**config.mk**
```make
export PLATFORM = sky130hd
export DESIGN_NAME = adc_group_buffer_sequencer
export DESIGN_NICKNAME = d
export VERILOG_FILES = /design/src/hdl/adc_seq_pkg.sv /design/src/hdl/adc_group_buffer_sequencer.sv
export SDC_FILE = /design/constraint.sdc
export NUM_CORES = 1
export LEC_CHECK = 0
export ABC_AREA = 1
export BUFFER_PORTS_ARGS = -buffer_cell sky130_fd_sc_hd__buf_4
export CAP_MARGIN = 30
export CORE_ASPECT_RATIO = 1.4
export CORE_MARGIN = 4
export CORE_UTILIZATION = 30
export CTS_CLUSTER_DIAMETER = 30
export DETAILED_ROUTE_END_ITERATION = 6
export PLACE_DENSITY_LB_ADDON = 0.1
export SYNTH_ARGS = -nofsm -noshare
export SYNTH_HDL_FRONTEND = slang
export SYNTH_SLANG_ARGS = --single-unit
export TNS_END_PERCENT = 50
```
**constraint.sdc**
```tcl
create_clock -name pclk -period 2.7 [get_ports pclk]
set_clock_uncertainty 0.15 [all_clocks]
set_input_delay 0.135 -clock pclk [delete_from_list [all_inputs] [get_ports pclk]]
set_output_delay 0.135 -clock pclk [all_outputs]
set_load 0.02 [all_outputs]
```
**src/hdl/adc_seq_pkg.sv**
```systemverilog
package adc_seq_pkg;

    // register byte offsets
    localparam logic [7:0] OFS_RESULT_A   = 8'h00;
    localparam logic [7:0] OFS_RESULT_H   = 8'h1C;
    localparam logic [7:0] OFS_CTRL_STAT  = 8'h20;
    localparam logic [7:0] OFS_CONFIG     = 8'h24;
    localparam logic [7:0] OFS_CONFIG_ALT = 8'h28;
    localparam logic [7:0] OFS_STATUS     = 8'h2C;

    // control/status fields
    localparam int CS_CH_LSB   = 0;
    localparam int CS_GROUP    = 3;
    localparam int CS_CLKSEL   = 4;
    localparam int CS_IRQ_EN   = 6;
    localparam int CS_END_FLAG = 7;
    localparam int CS_START    = 8;
    // configuration fields
    localparam int CF_BUF_LSB  = 0;
    localparam int CF_SIMUL    = 2;
    localparam int CF_SCAN     = 3;
    localparam int CF_TRIG_LSB = 4;
    localparam int CF_STARTMD  = 6;

    localparam logic [1:0] TRIG_SOFT  = 2'h0;
    localparam logic [1:0] TRIG_TIMER = 2'h1;
    localparam logic [1:0] TRIG_EXT   = 2'h3;

    localparam logic [1:0] BUF_NONE  = 2'h0;
    localparam logic [1:0] BUF_AB    = 2'h1;
    localparam logic [1:0] BUF_ACBD  = 2'h2;
    localparam logic [1:0] BUF_ABCD  = 2'h3;

    localparam logic [8:0]  CS_RESET  = 9'h000;
    localparam logic [6:0]  CF_RESET  = 7'h00;
    localparam logic [9:0]  RES_RESET = 10'h000;

    // timing in reference clock cycles
    localparam int WARMUP_CYC      = 200;
    localparam int LOWPWR_CONV_CYC = 10;
    localparam int FAST_CONV_CYC   = 20;
    localparam logic [7:0] WARMUP_CNT      = 8'(WARMUP_CYC - 1);
    localparam logic [7:0] LOWPWR_CONV_CNT = 8'(LOWPWR_CONV_CYC - 1);
    localparam logic [7:0] FAST_CONV_CNT   = 8'(FAST_CONV_CYC - 1);

    typedef struct packed {
        logic       start;
        logic       end_flag;
        logic       irq_en;
        logic [1:0] clksel;
        logic       group;
        logic [2:0] ch;
    } ctrl_stat_t;

    typedef struct packed {
        logic       start_mode;
        logic [1:0] trig;
        logic       scan;
        logic       simul;
        logic [1:0] buf_sel;
    } config_t;

    typedef enum logic [1:0] {
        ST_IDLE   = 2'b00,
        ST_WARMUP = 2'b01,
        ST_CONV   = 2'b10,
        ST_PAUSE  = 2'b11
    } seq_state_t;

endpackage : adc_seq_pkg

```
**src/hdl/adc_group_buffer_sequencer.sv**
```systemverilog
// The register offsets and register access over APB are this design's own decisions.
`timescale 1ns/100ps
//
// Function
// - group-single: start flag held, then auto-cleared
// - group-single: end flag set, interrupt if enabled
// - end flag clears by zero-write after read
// - group-scan: start held, conversions repeat
// - group-scan: end flag pauses with irq, resumes
// - new result shifts older into next register
// - three chains: A-B, A-C/B-D, A-B-C-D
// - buffer-only: channel code sets conversion count
// - single stops at end flag; scan continues
// - select-single: buffer setting ignored, one conversion per start
// - channel code appends inputs 2-7 (A-B) or 4-7 (A-C/B-D, A-B-C-D) after buffer
// - transfer-service read of last result in group mode, or of A in select mode, clears end flag
// - buffer field zero resets buffer count
// - new buffer scheme applies on next start
// - simultaneous sampling in group mode only
// - upper channel bits choose pair count
// - low-power: power up, first after 200 cycles
// - low-power: later conversions take 10 cycles
// - low-power: end clears start, cuts power
// - high-speed: stays powered, warm-up once 200
// - high-speed: 20 cycles each; bit clear powers down
// - buffer field codes 00,01,10,11
// - start mode resets to low-power
// - trigger sets start flag like software
module adc_group_buffer_sequencer
    import adc_seq_pkg::*;
(
    input  wire logic        pclk,
    input  wire logic        presetn,
    input  wire logic        clk_en,
    input  wire logic        psel,
    input  wire logic        penable,
    input  wire logic        pwrite,
    input  wire logic [7:0]  paddr,
    input  wire logic [31:0] pwdata,
    output logic      [31:0] prdata,
    output logic             pready,
    output logic             pslverr,
    input  wire logic        timer_trigger_unit,
    input  wire logic        external_trigger_pin,
    input  wire logic        xfer_service,
    output logic             conversion_end_irq,
    output logic             analog_power,
    output logic             sample_strobe,
    output logic [2:0]       sample_channel,
    input  wire logic [9:0]  conv_data,
    output logic [1:0]       conv_clock_select
);

    ctrl_stat_t  cs_r;
    config_t     cf_r;
    seq_state_t  state_r;
    logic [9:0]  res_r [8];
    logic [7:0]  tmr_r;
    logic [2:0]  step_r;
    logic [1:0]  bufcnt_r;
    logic        powered_r;
    logic        cs_read_r;
    logic        ext_m_r, ext_s_r, ext_d_r;
    logic        trg_m_r, trg_s_r, trg_d_r;
    logic [31:0] prdata_r;
    logic        irq_r, strb_r;
    logic [2:0]  chan_r;

    //////////////////////////////////////////////////////////////////////////
    // bus decode
    wire        wr_acc   = psel & penable & pwrite & clk_en;
    wire        rd_acc   = psel & penable & ~pwrite & clk_en;
    wire        hit_res  = (paddr <= OFS_RESULT_H) && (paddr[1:0] == 2'b00);
    wire [2:0]  res_idx  = paddr[4:2];
    wire        hit_cs   = paddr == OFS_CTRL_STAT;
    wire        hit_cf   = (paddr == OFS_CONFIG) || (paddr == OFS_CONFIG_ALT);
    wire        hit_st   = paddr == OFS_STATUS;
    wire        mapped   = hit_res | hit_cs | hit_cf | hit_st;
    wire        halted   = ~cs_r.start;

    //////////////////////////////////////////////////////////////////////////
    // sequence plan: channel of each step, result slot, index of the last step
    wire        bufmode  = cs_r.group & (cf_r.buf_sel != BUF_NONE);
    wire        simul_on = cs_r.group & cf_r.simul;

    // index of the last step of one pass
    function automatic logic [2:0] pass_len(input logic group_mode_select, input logic sim, input logic [1:0] bsel,
                                            input logic [2:0] ch);
        logic [2:0] n;
        n = 3'd0;
        if (!group_mode_select)
            n = 3'd0;
        else if (sim)
            n = 3'({ch[2:1], 1'b1});
        else if (bsel == BUF_NONE)
            n = ch;
        else if (!ch[2] && !(bsel == BUF_AB && ch[1]))
            n = (bsel == BUF_ACBD) ? 3'({2'b00, ch[1]}) : 3'd0;
        else if (bsel == BUF_AB)
            n = 3'(ch - 3'd1);
        else if (bsel == BUF_ACBD)
            n = 3'(ch - 3'd2);
        else
            n = 3'(ch - 3'd3);
        return n;
    endfunction : pass_len

    // input channel used at a step
    function automatic logic [2:0] step_chan(input logic group_mode_select, input logic sim, input logic [1:0] bsel,
                                             input logic [2:0] ch, input logic [2:0] st);
        logic [2:0] c;
        c = st;
        if (!group_mode_select)
            c = ch;
        else if (sim || bsel == BUF_NONE)
            c = st;
        else if (!ch[2] && !(bsel == BUF_AB && ch[1]))
            c = (bsel == BUF_ACBD) ? 3'({2'b00, st[0]}) : 3'd0;
        else if (st == 3'd0)
            c = 3'd0;
        else if (bsel == BUF_AB)
            c = 3'(st + 3'd1);
        else if (bsel == BUF_ACBD)
            c = (st == 3'd1) ? 3'd1 : 3'(st + 3'd2);
        else
            c = 3'(st + 3'd3);
        return c;
    endfunction : step_chan

    wire [2:0]  last_step = pass_len(cs_r.group, simul_on, cf_r.buf_sel, cs_r.ch);
    wire [2:0]  cur_chan  = step_chan(cs_r.group, simul_on, cf_r.buf_sel, cs_r.ch, step_r);
    // buffer-only repeats in a two-/four-stage chain count passes of input 0 (inputs 0 and 1 for A-C/B-D)
    wire        buf_only  = bufmode & ~cs_r.ch[2] & ~(cf_r.buf_sel == BUF_AB & cs_r.ch[1]);
    wire [1:0]  buf_need  = (cf_r.buf_sel == BUF_ACBD) ? 2'({1'b0, cs_r.ch[1]}) : cs_r.ch[1:0];
    wire        chain_ch  = bufmode & (cur_chan == 3'd0 | (cf_r.buf_sel == BUF_ACBD & cur_chan == 3'd1));
    wire        last_conv = buf_only ? (step_r == (cf_r.buf_sel == BUF_ACBD ? 3'd1 : 3'd0))
                                     : (step_r == last_step);
    wire        pass_end  = last_conv & (~buf_only | bufcnt_r == buf_need);
    wire        scan_on   = cf_r.scan;

    // result register whose read closes the transfer service
    wire [2:0]  final_slot = buf_only ? (cf_r.buf_sel == BUF_ACBD ? (cs_r.ch[1] ? 3'd3 : 3'd1)
                                                                 : 3'({1'b0, cs_r.ch[1:0]}))
                                      : (simul_on | ~bufmode ? last_step : cs_r.ch);
    wire [2:0]  slot_of    = (bufmode & cur_chan == 3'd0) ? 3'd0 :
                             (bufmode & cf_r.buf_sel == BUF_ACBD & cur_chan == 3'd1) ? 3'd1 : cur_chan;

    wire        trig_evt  = (cf_r.trig == TRIG_TIMER & trg_s_r & ~trg_d_r) |
                            (cf_r.trig == TRIG_EXT & ext_s_r & ~ext_d_r);
    wire        sw_start  = wr_acc & hit_cs & pwdata[CS_START] & halted;
    wire        go        = halted & (sw_start | trig_evt);
    wire        conv_done = state_r == ST_CONV && tmr_r == 8'h00;
    wire        set_end   = conv_done & pass_end;
    wire [7:0]  conv_cnt  = cf_r.start_mode ? FAST_CONV_CNT : LOWPWR_CONV_CNT;
    wire        clr_try   = wr_acc & hit_cs & ~pwdata[CS_END_FLAG] & cs_read_r;
    wire        xfer_clr  = rd_acc & hit_res & xfer_service & res_idx == final_slot;
    wire        end_clr   = (clr_try | xfer_clr) & ~set_end;
    wire        stop_sw   = wr_acc & hit_cs & ~pwdata[CS_START];
    wire        pause_req = scan_on & cs_r.irq_en;
    wire        buf_zero  = wr_acc & hit_cf & pwdata[1:0] == BUF_NONE & halted;

    //////////////////////////////////////////////////////////////////////////
    // control and configuration registers
    always_ff @(posedge pclk or negedge presetn)
    begin
        if (!presetn)
        begin
            cs_r      <= CS_RESET;
            cf_r      <= CF_RESET;
            cs_read_r <= 1'b0;
        end
        else if (clk_en)
        begin
            if (wr_acc & hit_cs & halted)
            begin
                cs_r.ch     <= pwdata[CS_CH_LSB +: 3];
                cs_r.group  <= pwdata[CS_GROUP];
                cs_r.clksel <= pwdata[CS_CLKSEL +: 2];
                cs_r.irq_en <= pwdata[CS_IRQ_EN];
            end
            else if (wr_acc & hit_cs)
                cs_r.irq_en <= pwdata[CS_IRQ_EN];
            if (wr_acc & hit_cf & halted)
                cf_r <= pwdata[6:0];
            if (set_end)
                cs_r.end_flag <= 1'b1;
            else if (end_clr)
                cs_r.end_flag <= 1'b0;
            if (rd_acc & hit_cs)
                cs_read_r <= cs_r.end_flag;
            else if (clr_try)
                cs_read_r <= 1'b0;
            if (go)
                cs_r.start <= 1'b1;
            else if (stop_sw | (set_end & ~scan_on))
                cs_r.start <= 1'b0;
        end
    end

    //////////////////////////////////////////////////////////////////////////
    // sequencer
    always_ff @(posedge pclk or negedge presetn)
    begin
        if (!presetn)
        begin
            state_r   <= ST_IDLE;
            tmr_r     <= 8'h00;
            step_r    <= 3'd0;
            bufcnt_r  <= 2'd0;
            powered_r <= 1'b0;
        end
        else if (clk_en)
        begin
            if (buf_zero)
                bufcnt_r <= 2'd0;
            if (wr_acc & hit_cf & halted & ~pwdata[CF_STARTMD])
                powered_r <= 1'b0;
            unique case (state_r)
                ST_IDLE:
                    if (go)
                    begin
                        step_r <= 3'd0;
                        if (powered_r)
                        begin
                            state_r <= ST_CONV;
                            tmr_r   <= conv_cnt;
                        end
                        else
                        begin
                            state_r <= ST_WARMUP;
                            tmr_r   <= WARMUP_CNT;
                        end
                    end
                ST_WARMUP:
                    if (stop_sw)
                        state_r <= ST_IDLE;
                    else if (tmr_r == 8'h00)
                    begin
                        powered_r <= 1'b1;
                        state_r   <= ST_CONV;
                        tmr_r     <= conv_cnt;
                    end
                    else
                        tmr_r <= 8'(tmr_r - 8'd1);
                ST_CONV:
                    if (stop_sw)
                        state_r <= ST_IDLE;
                    else if (tmr_r != 8'h00)
                        tmr_r <= 8'(tmr_r - 8'd1);
                    else
                    begin
                        tmr_r  <= conv_cnt;
                        step_r <= last_conv ? 3'd0 : 3'(step_r + 3'd1);
                        if (buf_only & last_conv)
                            bufcnt_r <= pass_end ? 2'd0 : 2'(bufcnt_r + 2'd1);
                        if (set_end & ~scan_on)
                            state_r <= ST_IDLE;
                        else if (set_end & pause_req)
                            state_r <= ST_PAUSE;
                        else if (buf_only & last_conv & ~scan_on & ~cs_r.group)
                            state_r <= ST_IDLE;
                        else
                            state_r <= ST_CONV;
                    end
                ST_PAUSE:
                    if (stop_sw)
                        state_r <= ST_IDLE;
                    else if (~cs_r.end_flag)
                        state_r <= ST_CONV;
                default:
                    state_r <= ST_IDLE;
            endcase
            if (state_r == ST_IDLE && !cf_r.start_mode && !go)
                powered_r <= 1'b0;
        end
    end

    //////////////////////////////////////////////////////////////////////////
    // result chain: shift on each conversion of a buffered input
    genvar gi;
    generate
        for (gi = 0; gi < 8; gi++)
        begin : g_res
            wire shift_in = conv_done & chain_ch & (
                (gi == 1 & cf_r.buf_sel == BUF_AB) |
                (gi == 1 & cf_r.buf_sel == BUF_ABCD) |
                (gi == 2 & cf_r.buf_sel == BUF_ABCD) |
                (gi == 3 & cf_r.buf_sel == BUF_ABCD) |
                (gi >= 2 & gi <= 3 & cf_r.buf_sel == BUF_ACBD & slot_of == 3'(gi - 2)));
            always_ff @(posedge pclk or negedge presetn)
            begin
                if (!presetn)
                    res_r[gi] <= RES_RESET;
                else if (clk_en)
                begin
                    if (shift_in)
                        res_r[gi] <= res_r[(gi == 1) ? 0 : (gi == 2 & cf_r.buf_sel == BUF_ABCD) ? 1 :
                                           (gi == 3 & cf_r.buf_sel == BUF_ABCD) ? 2 : gi - 2];
                    else if (conv_done & slot_of == 3'(gi))
                        res_r[gi] <= conv_data;
                end
            end
        end
    endgenerate

    //////////////////////////////////////////////////////////////////////////
    // pin sync, bus answer and outputs
    wire [31:0] rd_mux = hit_res ? {22'h000000, res_r[res_idx]} :
                         hit_cs  ? {23'h000000, cs_r} :
                         hit_cf  ? {25'h0000000, cf_r} :
                         hit_st  ? {26'h0000000, bufcnt_r, powered_r, step_r[0], state_r} : 32'h00000000;

    always_ff @(posedge pclk or negedge presetn)
    begin
        if (!presetn)
        begin
            {ext_m_r, ext_s_r, ext_d_r} <= 3'b000;
            {trg_m_r, trg_s_r, trg_d_r} <= 3'b000;
            prdata_r <= 32'h00000000;
            irq_r    <= 1'b0;
            strb_r   <= 1'b0;
            chan_r   <= 3'd0;
        end
        else if (clk_en)
        begin
            {ext_m_r, ext_s_r, ext_d_r} <= {external_trigger_pin, ext_m_r, ext_s_r};
            {trg_m_r, trg_s_r, trg_d_r} <= {timer_trigger_unit, trg_m_r, trg_s_r};
            prdata_r <= rd_mux;
            irq_r    <= (cs_r.end_flag | set_end) & cs_r.irq_en & ~end_clr;
            strb_r   <= state_r == ST_CONV && tmr_r == conv_cnt;
            chan_r   <= cur_chan;
        end
    end

    // combinational read data keeps zero wait states; strobes registered
    assign prdata             = rd_acc ? rd_mux : prdata_r;
    assign pready             = 1'b1;
    assign pslverr            = psel & penable & ~mapped;
    assign conversion_end_irq = irq_r;
    assign analog_power       = powered_r | (state_r == ST_WARMUP);
    assign sample_strobe      = strb_r;
    assign sample_channel     = chan_r;
    assign conv_clock_select  = cs_r.clksel;

endmodule : adc_group_buffer_sequencer

```
# Yosys cells after proc, flatten, opt, wreduce, memory -nomap -nowiden
# Index checks and enable logic that the tools add are counted.
[totals]
register_bits = 156
output_inout_bits = 42
[op_classes]
add_sub_neg = 8
order_cmp = 4
n_eq_ne = 33
mux = 90
n_bitwise = 96
reduce_logical = 49
[op_table]
columns = ["operator", "n"]
rows = [
  ["$mux 10", 13],
  ["$bmux 10 s3", 3],
  ["$ge 32x4->1 const B", 2],
  ["$mux 3", 21],
  ["$and 1x1->1", 62],
  ["$mux 8", 6],
  ["$mux 2", 21],
  ["$eq 8x6->1 const B", 4],
  ["$mux 32", 1],
  ["$not 1->32", 1],
  ["$not 2->32", 1],
  ["$reduce_and 2->1", 14],
  ["$pmux 8 s3", 1],
  ["$mux 1", 18],
  ["$reduce_bool 2->1", 9],
  ["$not 1->1", 16],
  ["$or 1x1->1", 15],
  ["$reduce_and 5->1", 3],
  ["$eq 3x3->1 const B", 4],
  ["$eq 2x2->1 const B", 5],
  ["$eq 3x1->1 const B", 3],
  ["$logic_not 3->1", 3],
  ["$mux 9", 1],
  ["$ne 3x3->1 const B", 3],
  ["28 further kinds", 50],
]

# Depth between registers and ports, before layout
# Gate-level depths: netlist (run 1).
[logic_depth]
word_depth = 19
ltp_mapped = 19

# Worst setup path before layout (run 1)
# No wires, ideal clock.
[synth_path]
path_kind = "reg2reg"
from = "reg step_r[1]"
to = "reg res_r[50] (netlist name)"
t_arrival_ps = 1948
t_required_ps = 2433
path_slack_ps = 485
path_stages_with_launch = 17
path_buffers = 1
cell_sequence = "dfrtp_1 inv_1 ha_1 inv_1 nor2_1 nor2_4 nand2_1 nand2_1 nand2_1 nand2_1 o21ai_4 nand3_4 nor3_2 nand3_1 buf_2 nand3_1 nand2_1"
[synth_via]
elab_chain_len = 18
word_cells_on_any_way = 31
classes_between = "add/sub (3); eq/ne (3); mux (10); bitwise (10); reduce/logical (5)"
[synth_rtl]
columns = ["item", "line", "rtl"]
rows = [
  ["start, declared", "adc_group_buffer_sequencer.sv:59", "logic [2:0] step_r;"],
  ["start signal, assigned", "adc_group_buffer_sequencer.sv:253", "step_r <= last_conv ? 3'd0 : 3'(step_r + 3'd1);"],
  ["$add 3x2->3 / $eq 3x1->1 (equally long branches)", "adc_group_buffer_sequencer.sv:124", "c = (st == 3'd1) ? 3'd1 : 3'(st + 3'd2);"],
  ["$mux 3", "adc_group_buffer_sequencer.sv:124", ""],
  ["$mux 3", "adc_group_buffer_sequencer.sv:123", "else if (bsel == BUF_ACBD)"],
  ["$mux 3", "adc_group_buffer_sequencer.sv:121", "else if (bsel == BUF_AB)"],
  ["$mux 3", "adc_group_buffer_sequencer.sv:119", "else if (st == 3'd0)"],
  ["$mux 3", "adc_group_buffer_sequencer.sv:117", "else if (!ch[2] && !(bsel == BUF_AB && ch[1]))"],
  ["$mux 3 (*)", "adc_group_buffer_sequencer.sv:115", "else if (sim || bsel == BUF_NONE)"],
  ["$mux 3 (*)", "adc_group_buffer_sequencer.sv:113", "if (!group_mode_select)"],
  ["[... 2 more ...]", "n/a", ""],
  ["$mux 3", "adc_group_buffer_sequencer.sv:146", "(bufmode & cf_r.buf_sel == BUF_ACBD & cur_chan == 3'd1) ? 3'd1 : cur_chan;"],
  ["$mux 3", "adc_group_buffer_sequencer.sv:145", "wire [2:0] slot_of = (bufmode & cur_chan == 3'd0) ? 3'd0 :"],
  ["$logic_not 3->1", "adc_group_buffer_sequencer.sv:289", "(gi >= 2 & gi <= 3 & cf_r.buf_sel == BUF_ACBD & slot_of == 3'(gi - 2)));"],
  ["$and 1x1->1", "adc_group_buffer_sequencer.sv:289", ""],
  ["$or 1x1->1", "adc_group_buffer_sequencer.sv:288", "(gi == 3 & cf_r.buf_sel == BUF_ABCD) |"],
  ["$and 1x1->1", "adc_group_buffer_sequencer.sv:284", "wire shift_in = conv_done & chain_ch & ("],
  ["$reduce_bool 2->1 (no source line)", "n/a", ""],
  ["$reduce_and 2->1 (no source line)", "n/a", ""],
  ["end signal, assigned by index", "adc_group_buffer_sequencer.sv:297", "res_r[gi] <= res_r[(gi == 1) ? 0 : (gi == 2 & cf_r.buf_sel == BUF_ABCD) ? 1 :"],
  ["end signal, assigned by index", "adc_group_buffer_sequencer.sv:300", "res_r[gi] <= conv_data;"],
  ["end, declared", "adc_group_buffer_sequencer.sv:57", "logic [9:0] res_r [8];"],
]
# Mark *: on every way between the ends. The rest lies on a longest branch, timed or not.
# A chain may end at the register's enable or synchronous reset.

# Worst setup path in the final report (run 1)
[layout_path]
from = "reg res_r[77] (netlist name)"
to = "out prdata[7]"
[layout_via]
elab_chain_len = 5
[layout_rtl]
columns = ["item", "line", "rtl"]
rows = [
  ["$bmux 10 s3", "adc_group_buffer_sequencer.sv:308", "wire [31:0] rd_mux = hit_res ? {22'h000000, res_r[res_idx]} :"],
  ["$mux 10 (not written as such) (2 in a row)", "adc_group_buffer_sequencer.sv:308", ""],
  ["$mux 10", "adc_group_buffer_sequencer.sv:308", ""],
  ["$mux 32", "adc_group_buffer_sequencer.sv:336", "assign prdata = rd_acc ? rd_mux : prdata_r;"],
  ["end, declared", "adc_group_buffer_sequencer.sv:40", "output logic [31:0] prdata,"],
]
# Every way passes these cells. The select of a mux whose other input is x is not followed.

==> summary.md, run 1 <==
| Metric | Value |
|---|---|
| Setup violation total in the final timing report | 0 |
| Most common cell after layout, fill and taps aside | sky130_fd_sc_hd__nand2_1 |
| Clock tree from TritonCTS | yes |
| Number of rows in the core area | 70 |
| Reg area | 3356 um^2 |
| Max-slew headroom | 59.38% |
| Placeable core region | 26,190 um^2 |
| Count of maximum capacitance violations | 0 |
| Number of buffers inserted during clock tree synthesis | 17 |
| Multi-input logic area | 3926 um^2 |
| FILL cells | 2,756 |
| Reg-to-reg critical path startpoint | cf_r[1] |
| RSZ-0062 raised after global routing | no |
| Max VDD drop | 0.0004172 V |
| Highest achievable clock rate | 0.3950 GHz |
| Vias per cell | 4.839 |
| Post-detailed-routing wire length | 26,330 um |
| First drt pass iteration count | 5 |
| Final estimated routing congestion in global placement | 0.8400 |
| Wire length per cell | 17.39 um |
| Share of post-route cells with drive strength above 1 | 15.46% |
| Global-route wire length before repair | 41,340 um |
| Clock-pin transition on the worst setup and hold timing paths | 60 ps |
| Die Height | 201.3 um |
| DR iter-0 viols | 436 |
| Critical path data required time | 2410 ps |
| Kind of capture point of the worst setup path | primary output |
| Number of H-tree levels | 4 |
| Clock tree root buffer cell | sky130_fd_sc_hd__clkbuf_16 |
| Antenna violations before repair | 0 |
| GRT Overall Usage | 18.05% |
| Number of flip-flops and latches in the synthesized netlist | 134 |
| Capture instance of the worst register-to-register path | res_r[56] |
| Clock Sinks | 134 |
| Reg-to-reg setup timing slack | 270 ps |
| Synth-to-Final Area Change | 22.26% |
| Maximum number of pins on one net before global-route repair | 55 |
| Starting density of the core | 30.59% |
| Number of global-route vias before repair | 7,141 |
| Worst-case hold path end point | res_r[71] |
| P_leak | 4.752 nW |
| Power per standard cell area | 743.8 nW/um^2 |
| Post-Synthesis Mean Instance Area | 7.329 um^2 |
| # port buffers | 54 |
| Total design power | 7.284 mW |
| DIE WIDTH | 146.1 um |
| Number of diodes added for antenna fixing | 0 |
| Pin slew with the least headroom to its limit | 609.3 ps |
| Residual DRC | 0 |
| Number of instances on the worst hold path | 3 |
| Sum of negative setup slack | 0 ps |
| Distinct cell type count of the synthesized netlist | 48 |
| Final Hold Fails | 0 |
| Crit start category | flop |
| Outcome | finished clean |
| Number of nets in the layout | 1,248 |
| Remaining global-route overflow | 0 |
| Clock insertion delay at the later pin of the skew report | 430 ps |
| Number of standard cells after synthesis | 1,093 |
| Post-route minimum period | 2532 ps |
| Post-synthesis sequential area ratio | 41.86% |
| Worst-case clock buffer depth | 2 |
| Largest fanout of any net on the critical path | 3 |
| Share of the cycle needed by the critical path after routing | 93.77% |
| Beginning of the worst hold path | conv_data[1] |
| Die footprint | 29,420 um^2 |
| Count of warnings emitted by yosys | 0 |
| Top-Level Pins | 101 |
| Most frequent cells in the layout | 304 x sky130_fd_sc_hd__nand2_1, 135 x sky130_fd_sc_hd__o21ai_0, 132 x sky130_fd_sc_hd__dfrtp_1 |
| Setup Crit Path Kind | flop to primary output |
| Cell Area, Synth | 8010 um^2 |
| Arrival @ worst endpoint | 2250 ps |
| Final number of max-transition violations | 0 |
| Number of antenna-violating nets in the routed design | 0 |
| Path type of the worst min-delay path | input pin to flop |
| Detailed-placement wirelength estimate | 19,280 um |
| Via count | 7,327 |
| Count of cells along the worst register-to-register path | 14 |
## Yosys cell counts, drive strengths merged
library cell	number	area (um^2)
clkbuf	30	112.6
a22oi	16	120.1
nand3b	3	22.52
a32oi	1	8.760
o31ai	3	22.52
a31oi	2	12.51
a21boi	1	7.510
o22ai	17	106.4
or2	3	18.77
a21oi	27	142.6
nand2	316	1216
nand3	100	528.0
a32o	1	10.01
inv	109	416.7
dfrtp	134	3353
conb	2	7.510
o21ai	170	869.6
o211ai	5	37.54
clkinv	3	11.26
xnor2	4	35.03
o2111ai	1	8.760
nor4	2	12.51
xor2	5	43.79
nor3	6	35.03
ha	12	150.1
a211oi	1	7.510
buf	47	307.8
nand4	10	62.56
o221ai	2	17.52
nor2	52	235.2
a221oi	8	70.07
## sequential cells by signal (all words and copies together), names as in the netlist
register	cells
bufcnt_r	2
cf_r	6
conv_clock_select	2
conversion_end_irq	1
cs_r	7
cs_read_r	1
ext_d_r	1
ext_m_r	1
ext_s_r	1
powered_r	1
prdata_r	10
res_r	80
sample_channel	3
sample_strobe	1
scan_on	1
state_r	2
step_r	3
tmr_r	8
trg_d_r	1
trg_m_r	1
trg_s_r	1
## through the flow
step / worst slack (ps) / std cells / util (%) / hold slack [ps] / instance area (um^2)
after floorplan: 484.6 / 1114 / - / -310.6 / 8089
after global placement: 112.3 / 1464 / 33.96 / 22.97 / 8894
after detailed placement: 86.15 / 1464 / 33.96 / 15.42 / 8894
after CTS: 75.41 / 1511 / 37.17 / 2.211 / 9734
after global routing: 23.72 / 1514 / 37.40 / 23.37 / 9793
final: 168.2 / 1514 / 37.40 / 12.30 / 9793
## critical path, cell delays in order (launching register included)
cell	delay [ps]
sky130_fd_sc_hd__dfrtp_1	400
sky130_fd_sc_hd__inv_1	80
sky130_fd_sc_hd__o22ai_1	90
sky130_fd_sc_hd__a221oi_1	530
sky130_fd_sc_hd__nand2_1	130
sky130_fd_sc_hd__nand3_1	130
sky130_fd_sc_hd__o21ai_0	140
sky130_fd_sc_hd__nand2_1	80
sky130_fd_sc_hd__o21ai_0	80
sky130_fd_sc_hd__buf_4	170
## kinds of logic after synthesis
group,Yosys count,synth area share (%)
AO/OA/AOI/OAI,255,17.99
XOR/XNOR,9,0.9840
adder cells (fa/ha/maj),12,1.874
buffers and inverters,189,10.59
flip-flops,134,41.86
other,2,0.09376
AND/OR/NAND/NOR,492,26.60
## layer usage
| metal | share of wire [%] | track usage [%] | up-vias |
|---|---|---|---|
| met1 | 43 | 22.13 | 3420 |
| met4 | 3.5 | 7.599 | 0 |
| met2 | 51 | 31.48 | 138 |
| met5 | 0 | 0 | - |
| met3 | 2.8 | 2.816 | 37 |
| li1 | - | - | 3732 |
## timing repair
| item | CTS | global route |
|---|---|---|
| resized for setup | 0 | 11 |
| hold buffers | 15 | 0 |
| endpoints found under the hold margin | 79 | 0 |
| buffers inserted | 0 | 3 |
| setup endpoints to repair | 0 | 31 |
## power breakdown
| group | internal (mW) | leakage [nW] | switching [mW] |
|---|---|---|---|
| clock network | 1.81 | 0.326 | 0.923 |
| registers | 2.29 | 1.78 | 0.206 |
| logic | 0.745 | 2.65 | 1.31 |
## area by class of cell
cell class / instances / area share [%]
multi-input cells: 791 / 40.09
flip-flops and latches: 134 / 34.27
repair buffers: 121 / 10.08
clock buffers: 21 / 4.804
inverters: 112 / 4.369
well taps: 324 / 4.140
clock inverters: 11 / 2.249
## worst max path at each step
stage               startpoint   endpoint  cells past startpoint  slack (ps)
finish               res_r[77]  prdata[7]                      9         170
global route           cf_r[0]    cs_r[8]                     17          20
CTS                  step_r[0]  res_r[56]                     13          80
detailed placement   step_r[0]  res_r[52]                     13          90
global placement     step_r[0]  res_r[52]                     13         110
floorplan            step_r[1]  res_r[50]                     16         480
Power figures use the tool's default switching activity.
==> inputs of run 2 (changes only) <==
- GPL_TIMING_DRIVEN: default -> 0
==> run 2 against run 1 <==
  * Die area unchanged
  * Setup slack got worse by 77 ps
  * Clock power decreased by 15%
  * First-iteration DRC count increased by 19%
  * Largest cell class unchanged
==> summary.md, run 2 (synthesized netlist as in run 1, its figures left out) <==
| Metric | Value |
|---|---|
| Crit start category | input pin |
| Critical path data required time | 2410 ps (about the same) |
| Worst Setup Slack post-DPL | -87.99 ps (-174.1 ps) |
| Internal power summed over all cells | 4.352 mW (-10%) |
| Detailed-placement wirelength estimate | 20,770 um (+7.7%) |
| Clock tree from TritonCTS | yes |
| FILL cells | 2,786 (+1.1%) |
| Register bank with the most flops | res_r |
| Clock-pin transition on the worst setup and hold timing paths | 60 ps (about the same) |
| Amount of wire on met3 after detailed routing | 951 um (+27%) |
| Number of rows in the core area | 70 (unchanged) |
| Biggest regs | res_r x80, prdata_r x10, tmr_r x8 |
| Number of H-tree levels | 4 (unchanged) |
| Total routed wire length on the met1 layer | 11,420 um (+1.6%) |
| Max VDD drop | 0.0004102 V (-1.7%) |
| Share of the cycle needed by the critical path after routing | 96.61% (+2.8 points) |
| Most frequent cells in the layout | 304 x sky130_fd_sc_hd__nand2_1, 134 x sky130_fd_sc_hd__o21ai_0, 132 x sky130_fd_sc_hd__dfrtp_1 |
| First drt pass iteration count | 5 (unchanged) |
| Switching power | 2.546 mW (+4.2%) |
| Global-route wire length before repair | 43,610 um (+5.5%) |
| Die Height | 201.3 um (unchanged) |
| Number of buffers inserted during clock tree synthesis | 17 (unchanged) |
| Largest register FFs | 80 (unchanged) |
| Number of antenna-violating nets in the routed design | 0 (unchanged) |
| DR iter-0 viols | 517 (+19%) |
| Post-route minimum period | 2608 ps (+76.57 ps) |
| Clock tree root buffer cell | sky130_fd_sc_hd__clkbuf_16 |
| Setup violation total in the final timing report | 0 (unchanged) |
| Final number of max-transition violations | 0 (unchanged) |
| Power per standard cell area | 703.2 nW/um^2 (-5.5%) |
| Die footprint | 29,420 um^2 (unchanged) |
| Residual DRC | 0 (unchanged) |
| Most common cell after layout, fill and taps aside | sky130_fd_sc_hd__nand2_1 |
| PnR worst setup slack | 91.63 ps (-76.57 ps) |
| Count of maximum capacitance violations | 0 (unchanged) |
| Total length of routed met2 wires | 14,110 um (+5.0%) |
| Number of diodes added for antenna fixing | 0 (unchanged) |
| Number of global-route vias before repair | 7,566 (+6.0%) |
| Max-slew headroom | 48.34% (-11 points) |
| Relative contribution of sequential cells to total power | 36.1% (+1.9 points) |
| GRT Overall Usage | 18.96% (+0.91 points) |
| Maximum number of pins on one net before global-route repair | 89 (+62%) |
| P_leak | 4.766 nW (+0.29%) |
| Share of post-route cells with drive strength above 1 | 16.35% (+0.89 points) |
| Final Hold Fails | 0 (unchanged) |
| Path type of the worst min-delay path | input pin to flop |
| Number of nets in the layout | 1,281 (+2.6%) |
| Kind of capture point of the worst setup path | primary output |
| Wire length per cell | 17.80 um (+2.4%) |
| Sw Share | 36.90% (+3.4 points) |
| Antenna violations before repair | 0 (unchanged) |
| RSZ-0062 raised after global routing | yes |
| # port buffers | 54 (unchanged) |
| Top-Level Pins | 101 (unchanged) |
| DIE WIDTH | 146.1 um (unchanged) |
| Clock Sinks | 134 (unchanged) |
| Number of cells after detailed placement | 1,493 (+2.0%) |
| Placeable core region | 26,190 um^2 (unchanged) |
| Outcome | finished clean |
| Remaining global-route overflow | 0 (unchanged) |
| Starting density of the core | 30.59% (unchanged) |
| Final estimated routing congestion in global placement | 0.8447 (+0.56%) |
| Via count | 7,595 (+3.7%) |
| Arrival @ worst endpoint | 2320 ps (+70 ps) |
| Clock insertion delay at the later pin of the skew report | 440 ps (about the same) |
| Combinational power share | 30.1% (+1.8 points) |
| Top Metal Used | met4 |
| Worst-case clock buffer depth | 2 (unchanged) |
| Share of power burned in the clock network | 33.7% (-3.8 points) |
| Setup Crit Path Kind | input pin to primary output |
| Largest fanout of any net on the critical path | 10 (+7) |
| Total design power | 6.898 mW (-5.3%) |
| Highest achievable clock rate | 0.3834 GHz (-2.9%) |
| Vias per cell | 4.910 (+1.4%) |
| Post-detailed-routing wire length | 27,540 um (+4.6%) |
| Synth-to-Final Area Change | 22.46% |
| Sum of negative setup slack | 0 ps (unchanged) |
| Number of non-filler instances in the completed layout | 1,547 (+2.2%) |
| Pin slew with the least headroom to its limit | 774.9 ps (+165.6 ps) |
-- run 2: cell types whose count changed in the layout (fill, tap and decap cells not counted), sizes merged --
| cell | previous run | this run |
|---|---|---|
| dlygate4sd3 | 15 | 16 |
| buf | 106 | 109 |
| bufinv | 6 | 1 |
| inv | 109 | 114 |
| clkinv | 5 | 7 |
| clkbuf | 21 | 48 |
-- run 2: metrics by stage --
step / utilization, % / instance area, um^2 / hold slack (ps)
floorplan: - / 8089 / -310.6
global placement: 33.98 / 8900 / 188.5
detailed placement: 34.10 / 8931 / -37.08
CTS: 36.99 / 9686 / 1.288
global route: 37.46 / 9809 / 32.02
finish: 37.46 / 9809 / 24.07
-- run 2: what timing repair did --
item,4_1_cts,5_1_grt
endpoints found under the hold margin,83,0
setup buffers,0,6
endpoints found under the setup margin,36,83
hold buffers,16,0
pin swaps,0,1
gates resized for setup,5,40
-- run 2: routing by layer --
metal / GRT usage, % / up-vias
met5: 0 / -
met3: 2.523 / 48
li1: - / 3807
met1: 22.86 / 3571
met4: 7.935 / 0
met2: 33.85 / 169
-- run 2: layout make-up --
cell class	count	area (um^2)	area share, %
clock buffer	19	452.9	4.617
buffer	77	441.7	4.503
multi-input combinational	791	3961	40.38
inverter	112	430.4	4.388
timing repair buffer	77	641.9	6.543
clock inverter	13	120.1	1.224
tap	324	405.4	4.133
sequential	134	3356	34.21
-- run 2: power groups by stage --
stage | clock [mW] | sequential [mW] | combinational (mW)
after floorplan | 0 | 2.48 | 1.36
after global placement | 0 | 2.52 | 1.95
after detailed placement | 0 | 2.52 | 1.97
after CTS | 2.38 | 2.49 | 2.00
after global routing | 2.45 | 2.53 | 2.36
final | 2.33 | 2.49 | 2.08
-- run 2: critical path, stage by stage --
cell and delay (ps):
sky130_fd_sc_hd__buf_4 130, sky130_fd_sc_hd__nor2_1 70, sky130_fd_sc_hd__inv_1 200, sky130_fd_sc_hd__clkbuf_1 400, sky130_fd_sc_hd__o22ai_1 160, sky130_fd_sc_hd__a221oi_1 480, sky130_fd_sc_hd__nand2_1 90, sky130_fd_sc_hd__nand3_1 110
sky130_fd_sc_hd__o21ai_0 160, sky130_fd_sc_hd__nand2_1 90, sky130_fd_sc_hd__o21ai_0 100, sky130_fd_sc_hd__buf_4 180
-- run 2: worst paths after layout --
check / from / endpoint / slack [ps] / cells after the start
setup / recovery: paddr[3] / prdata[7] / 90 / 12
max in group asynchronous: presetn / step_r[1] / 1470 / 3
hold / removal: conv_data[5] / res_r[35] / 20 / 3
min in group asynchronous: presetn / cs_r[2] / 60 / 2
hold reg to reg: trg_m_r / trg_m_r / 320 / 2
setup reg to reg: tmr_r[0] / res_r[56] / 180 / 13
==> inputs of run 3 (changes only) <==
- CORE_MARGIN: 4 -> 1
- MAX_ROUTING_LAYER: default -> met4
==> run 3 against run 2 <==
  * Non-clock buffer count unchanged
  * Register-to-register slack got worse by 50 ps
  * Critical path depth increased by 1
  * Count of clock-buffer cells in the layout decreased by 1
  * Via count decreased by 0.75%
  * First-iteration DRC count decreased by 19%
  * Global-route usage increased by 2.3 points
  * Total power decreased by 3.2%
  * Sequential share of layout area increased by 0.23 points
  * Flip-flop and latch count unchanged
  * Core utilization decreased by 0.25 points
  * Critical endpoint is now res_r[59]
  * Largest power group unchanged
  * Highest routed layer unchanged
==> summary.md, run 3 (synthesized netlist as in run 1, its figures left out) <==
| Metric | Value |
|---|---|
| First drt pass iteration count | 5 (unchanged) |
| Reg-to-reg setup timing slack | 130 ps (-50 ps) |
| Post-detailed-routing wire length | 27,030 um (-1.9%) |
| Share of the cycle needed by the critical path after routing | 95.30% (-1.3 points) |
| Share of post-route cells with drive strength above 1 | 15.78% (-0.57 points) |
| Most frequent cells in the layout | 305 x sky130_fd_sc_hd__nand2_1, 133 x sky130_fd_sc_hd__o21ai_0, 132 x sky130_fd_sc_hd__dfrtp_1 |
| Max-slew headroom | 53.45% (+5.1 points) |
| Outcome | finished clean |
| Via count | 7,538 (-0.75%) |
| Clock Sinks | 134 (unchanged) |
| Slowest cell delay on critical path | 440 ps (-40 ps) |
| Crit path to | res_r[59] |
| Number of diodes added for antenna fixing | 0 (unchanged) |
| Detailed-placement wirelength estimate | 20,470 um (-1.5%) |
| Critical path data required time | 2870 ps (+460 ps) |
| DIE WIDTH | 140.1 um (-4.1%) |
| Relative contribution of sequential cells to total power | 37.3% (+1.2 points) |
| GRT Overall Usage | 21.28% (+2.3 points) |
| Kind of capture point of the worst setup path | flop |
| Clock tree root buffer cell | sky130_fd_sc_hd__clkbuf_16 |
| Post-route minimum period | 2573 ps (-35.36 ps) |
| Die footprint | 27,370 um^2 (-7.0%) |
| Cells along the critical path | inv_4 > ha_1 > o21ai_1 > nor2_1 > nand2_1 > nand2_1 > o21ai_4 > nand3_4 > nor3_4 > nand3_2 > buf_6 > nand3_1 > nand2_1 |
| Capture instance of the worst register-to-register path | res_r[59] |
| Antenna violations before repair | 0 (unchanged) |
| Starting density of the core | 30.59% (unchanged) |
| Final estimated routing congestion in global placement | 0.8702 (+3.0%) |
| Die Height | 195.3 um (-3.0%) |
| Cell at the slowest stage of the critical path | sky130_fd_sc_hd__dfrtp_2 |
| Count of maximum capacitance violations | 0 (unchanged) |
| Placeable core region | 26,190 um^2 (unchanged) |
| Arrival @ worst endpoint | 2740 ps (+420 ps) |
| Number of global-route vias before repair | 7,388 (-2.4%) |
| Switching power | 2.504 mW (-1.6%) |
| # port buffers | 54 (unchanged) |
| Share of power burned in the clock network | 32.2% (-1.5 points) |
| Clock-pin transition on the worst setup and hold timing paths | 60 ps (about the same) |
| Number of nets in the layout | 1,281 (unchanged) |
| Clock insertion delay at the later pin of the skew report | 430 ps (about the same) |
| Max VDD drop | 0.0003906 V (-4.8%) |
| Clock tree from TritonCTS | yes |
| Worst-case clock buffer depth | 2 (unchanged) |
| Top-Level Pins | 101 (unchanged) |
| RSZ-0062 raised after global routing | yes |
| Count of cells along the worst register-to-register path | 13 (unchanged) |
| Number of rows in the core area | 70 (unchanged) |
| Critical path origin | step_r[0] |
| Remaining global-route overflow | 0 (unchanged) |
| Most common cell after layout, fill and taps aside | sky130_fd_sc_hd__nand2_1 |
| Register bank with the most flops | res_r |
| P_leak | 4.734 nW (-0.66%) |
| Pin slew with the least headroom to its limit | 698.2 ps (-76.64 ps) |
| Synth-to-Final Area Change | 21.65% |
| Final number of max-transition violations | 0 (unchanged) |
| Internal power summed over all cells | 4.174 mW (-4.1%) |
| Residual DRC | 0 (unchanged) |
| Wire length per cell | 17.47 um (-1.9%) |
| DR iter-0 viols | 418 (-19%) |
| Sw Share | 37.50% (+0.59 points) |
| Reg-to-reg critical path startpoint | step_r[0] |
| Number of antenna-violating nets in the routed design | 0 (unchanged) |
| Biggest regs | res_r x80, prdata_r x10, tmr_r x8 |
| Largest register FFs | 80 (unchanged) |
| Number of buffers inserted during clock tree synthesis | 17 (unchanged) |
| Global-route wire length before repair | 42,450 um (-2.7%) |
| Power per standard cell area | 685.4 nW/um^2 (-2.5%) |
| Maximum number of pins on one net before global-route repair | 89 (unchanged) |
| Largest fanout of any net on the critical path | 10 (unchanged) |
| Setup Crit Path Kind | flop to flop |
| Setup violation total in the final timing report | 0 (unchanged) |
| Highest achievable clock rate | 0.3887 GHz (+1.4%) |
| Number of cells after detailed placement | 1,493 (unchanged) |
| Crit start category | flop |
| Number of non-filler instances in the completed layout | 1,547 (unchanged) |
| Final Hold Fails | 0 (unchanged) |
| Number of H-tree levels | 4 (unchanged) |
| Worst Hold Margin | 18.39 ps (-5.681 ps) |
| Combinational power share | 30.5% (+0.4 points) |
| Final core utilization | 37.21% (-0.25 points) |
| Vias per cell | 4.873 (-0.75%) |
| Critical Path Most Common Cell | sky130_fd_sc_hd__nand2_1 |
| Path type of the worst min-delay path | input pin to flop |
-- run 3: cell types whose count changed in the layout (fill, tap and decap cells not counted), sizes merged --
| cell | previous run | this run |
|---|---|---|
| inv | 114 | 111 |
| bufinv | 1 | 0 |
| dlygate4sd3 | 16 | 17 |
| buf | 109 | 108 |
| clkinv | 7 | 10 |
| clkbuf | 48 | 47 |
| clkinvlp | 3 | 5 |
-- run 3: per-stage QoR --
step	TNS (ps)	power (mW)	setup WS [ps]	cell area (um^2)
final	0	6.679	127.0	9744
after global routing	-253.9	7.115	-46.08	9744
after CTS	0	6.682	7.048	9651
after detailed placement	-966.6	4.480	-73.11	8931
after global placement	-1285	4.472	-84.74	8900
after floorplan	0	3.840	484.6	8089
-- run 3: what timing repair did --
action / in CTS / in global routing
setup buffers: 0 / 5
gates resized for setup: 4 / 39
endpoints found under the hold margin: 74 / 0
hold buffers: 17 / 0
pin swaps: 0 / 3
endpoints found under the setup margin: 31 / 85
-- run 3: worst min path at each step --
stage	start	endpoint	slack [ps]	depth (start not counted)
after global routing	conv_data[0]	res_r[30]	40	3
after floorplan	presetn	bufcnt_r[0]	-310	0
final	conv_data[7]	res_r[17]	20	3
after CTS	conv_data[0]	res_r[30]	10	3
after global placement	external_trigger_pin	ext_m_r	190	3
after detailed placement	presetn	cs_r[2]	-40	1
-- run 3: worst max-delay path, delay by kind of cell, from the launching register on --
family,cells,cell delay [ps]
adder cells (fa/ha/maj),1,350
AO/OA/AOI/OAI,2,300
buffers and inverters,2,270
flip-flops,1,440
AND/OR/NAND/NOR,8,940
-- run 3: power by group through the flow --
| stage | Combinational, mW | Clock [mW] | Sequential (mW) |
|---|---|---|---|
| 6_report | 2.03 | 2.15 | 2.49 |
| 5_1_grt | 2.30 | 2.29 | 2.53 |
| 4_1_cts | 1.99 | 2.20 | 2.49 |
| 3_5_place_dp | 1.96 | 0 | 2.52 |
| 3_3_place_gp | 1.95 | 0 | 2.52 |
| 2_1_floorplan | 1.36 | 0 | 2.48 |
-- run 3: metal layers --
| layer | up-vias | global-route usage, % | part of all wire, % |
|---|---|---|---|
| li1 | 3804 | - | - |
| met1 | 3550 | 24.72 | 43 |
| met2 | 143 | 36.52 | 51 |
| met3 | 41 | 2.722 | 2.7 |
| met4 | 0 | 9.565 | 3.4 |
| met5 | - | - | 0 |
-- run 3: cell type report --
type | count | area (um^2)
plain buffers | 77 | 446.7
clock buffers | 18 | 429.2
clock inverters | 14 | 105.1
fillers | 2807 | 16440
inverters | 112 | 430.4
multi-input cells | 791 | 3928
flip-flops and latches | 134 | 3356
well taps | 324 | 405.4
repair buffers | 77 | 644.4
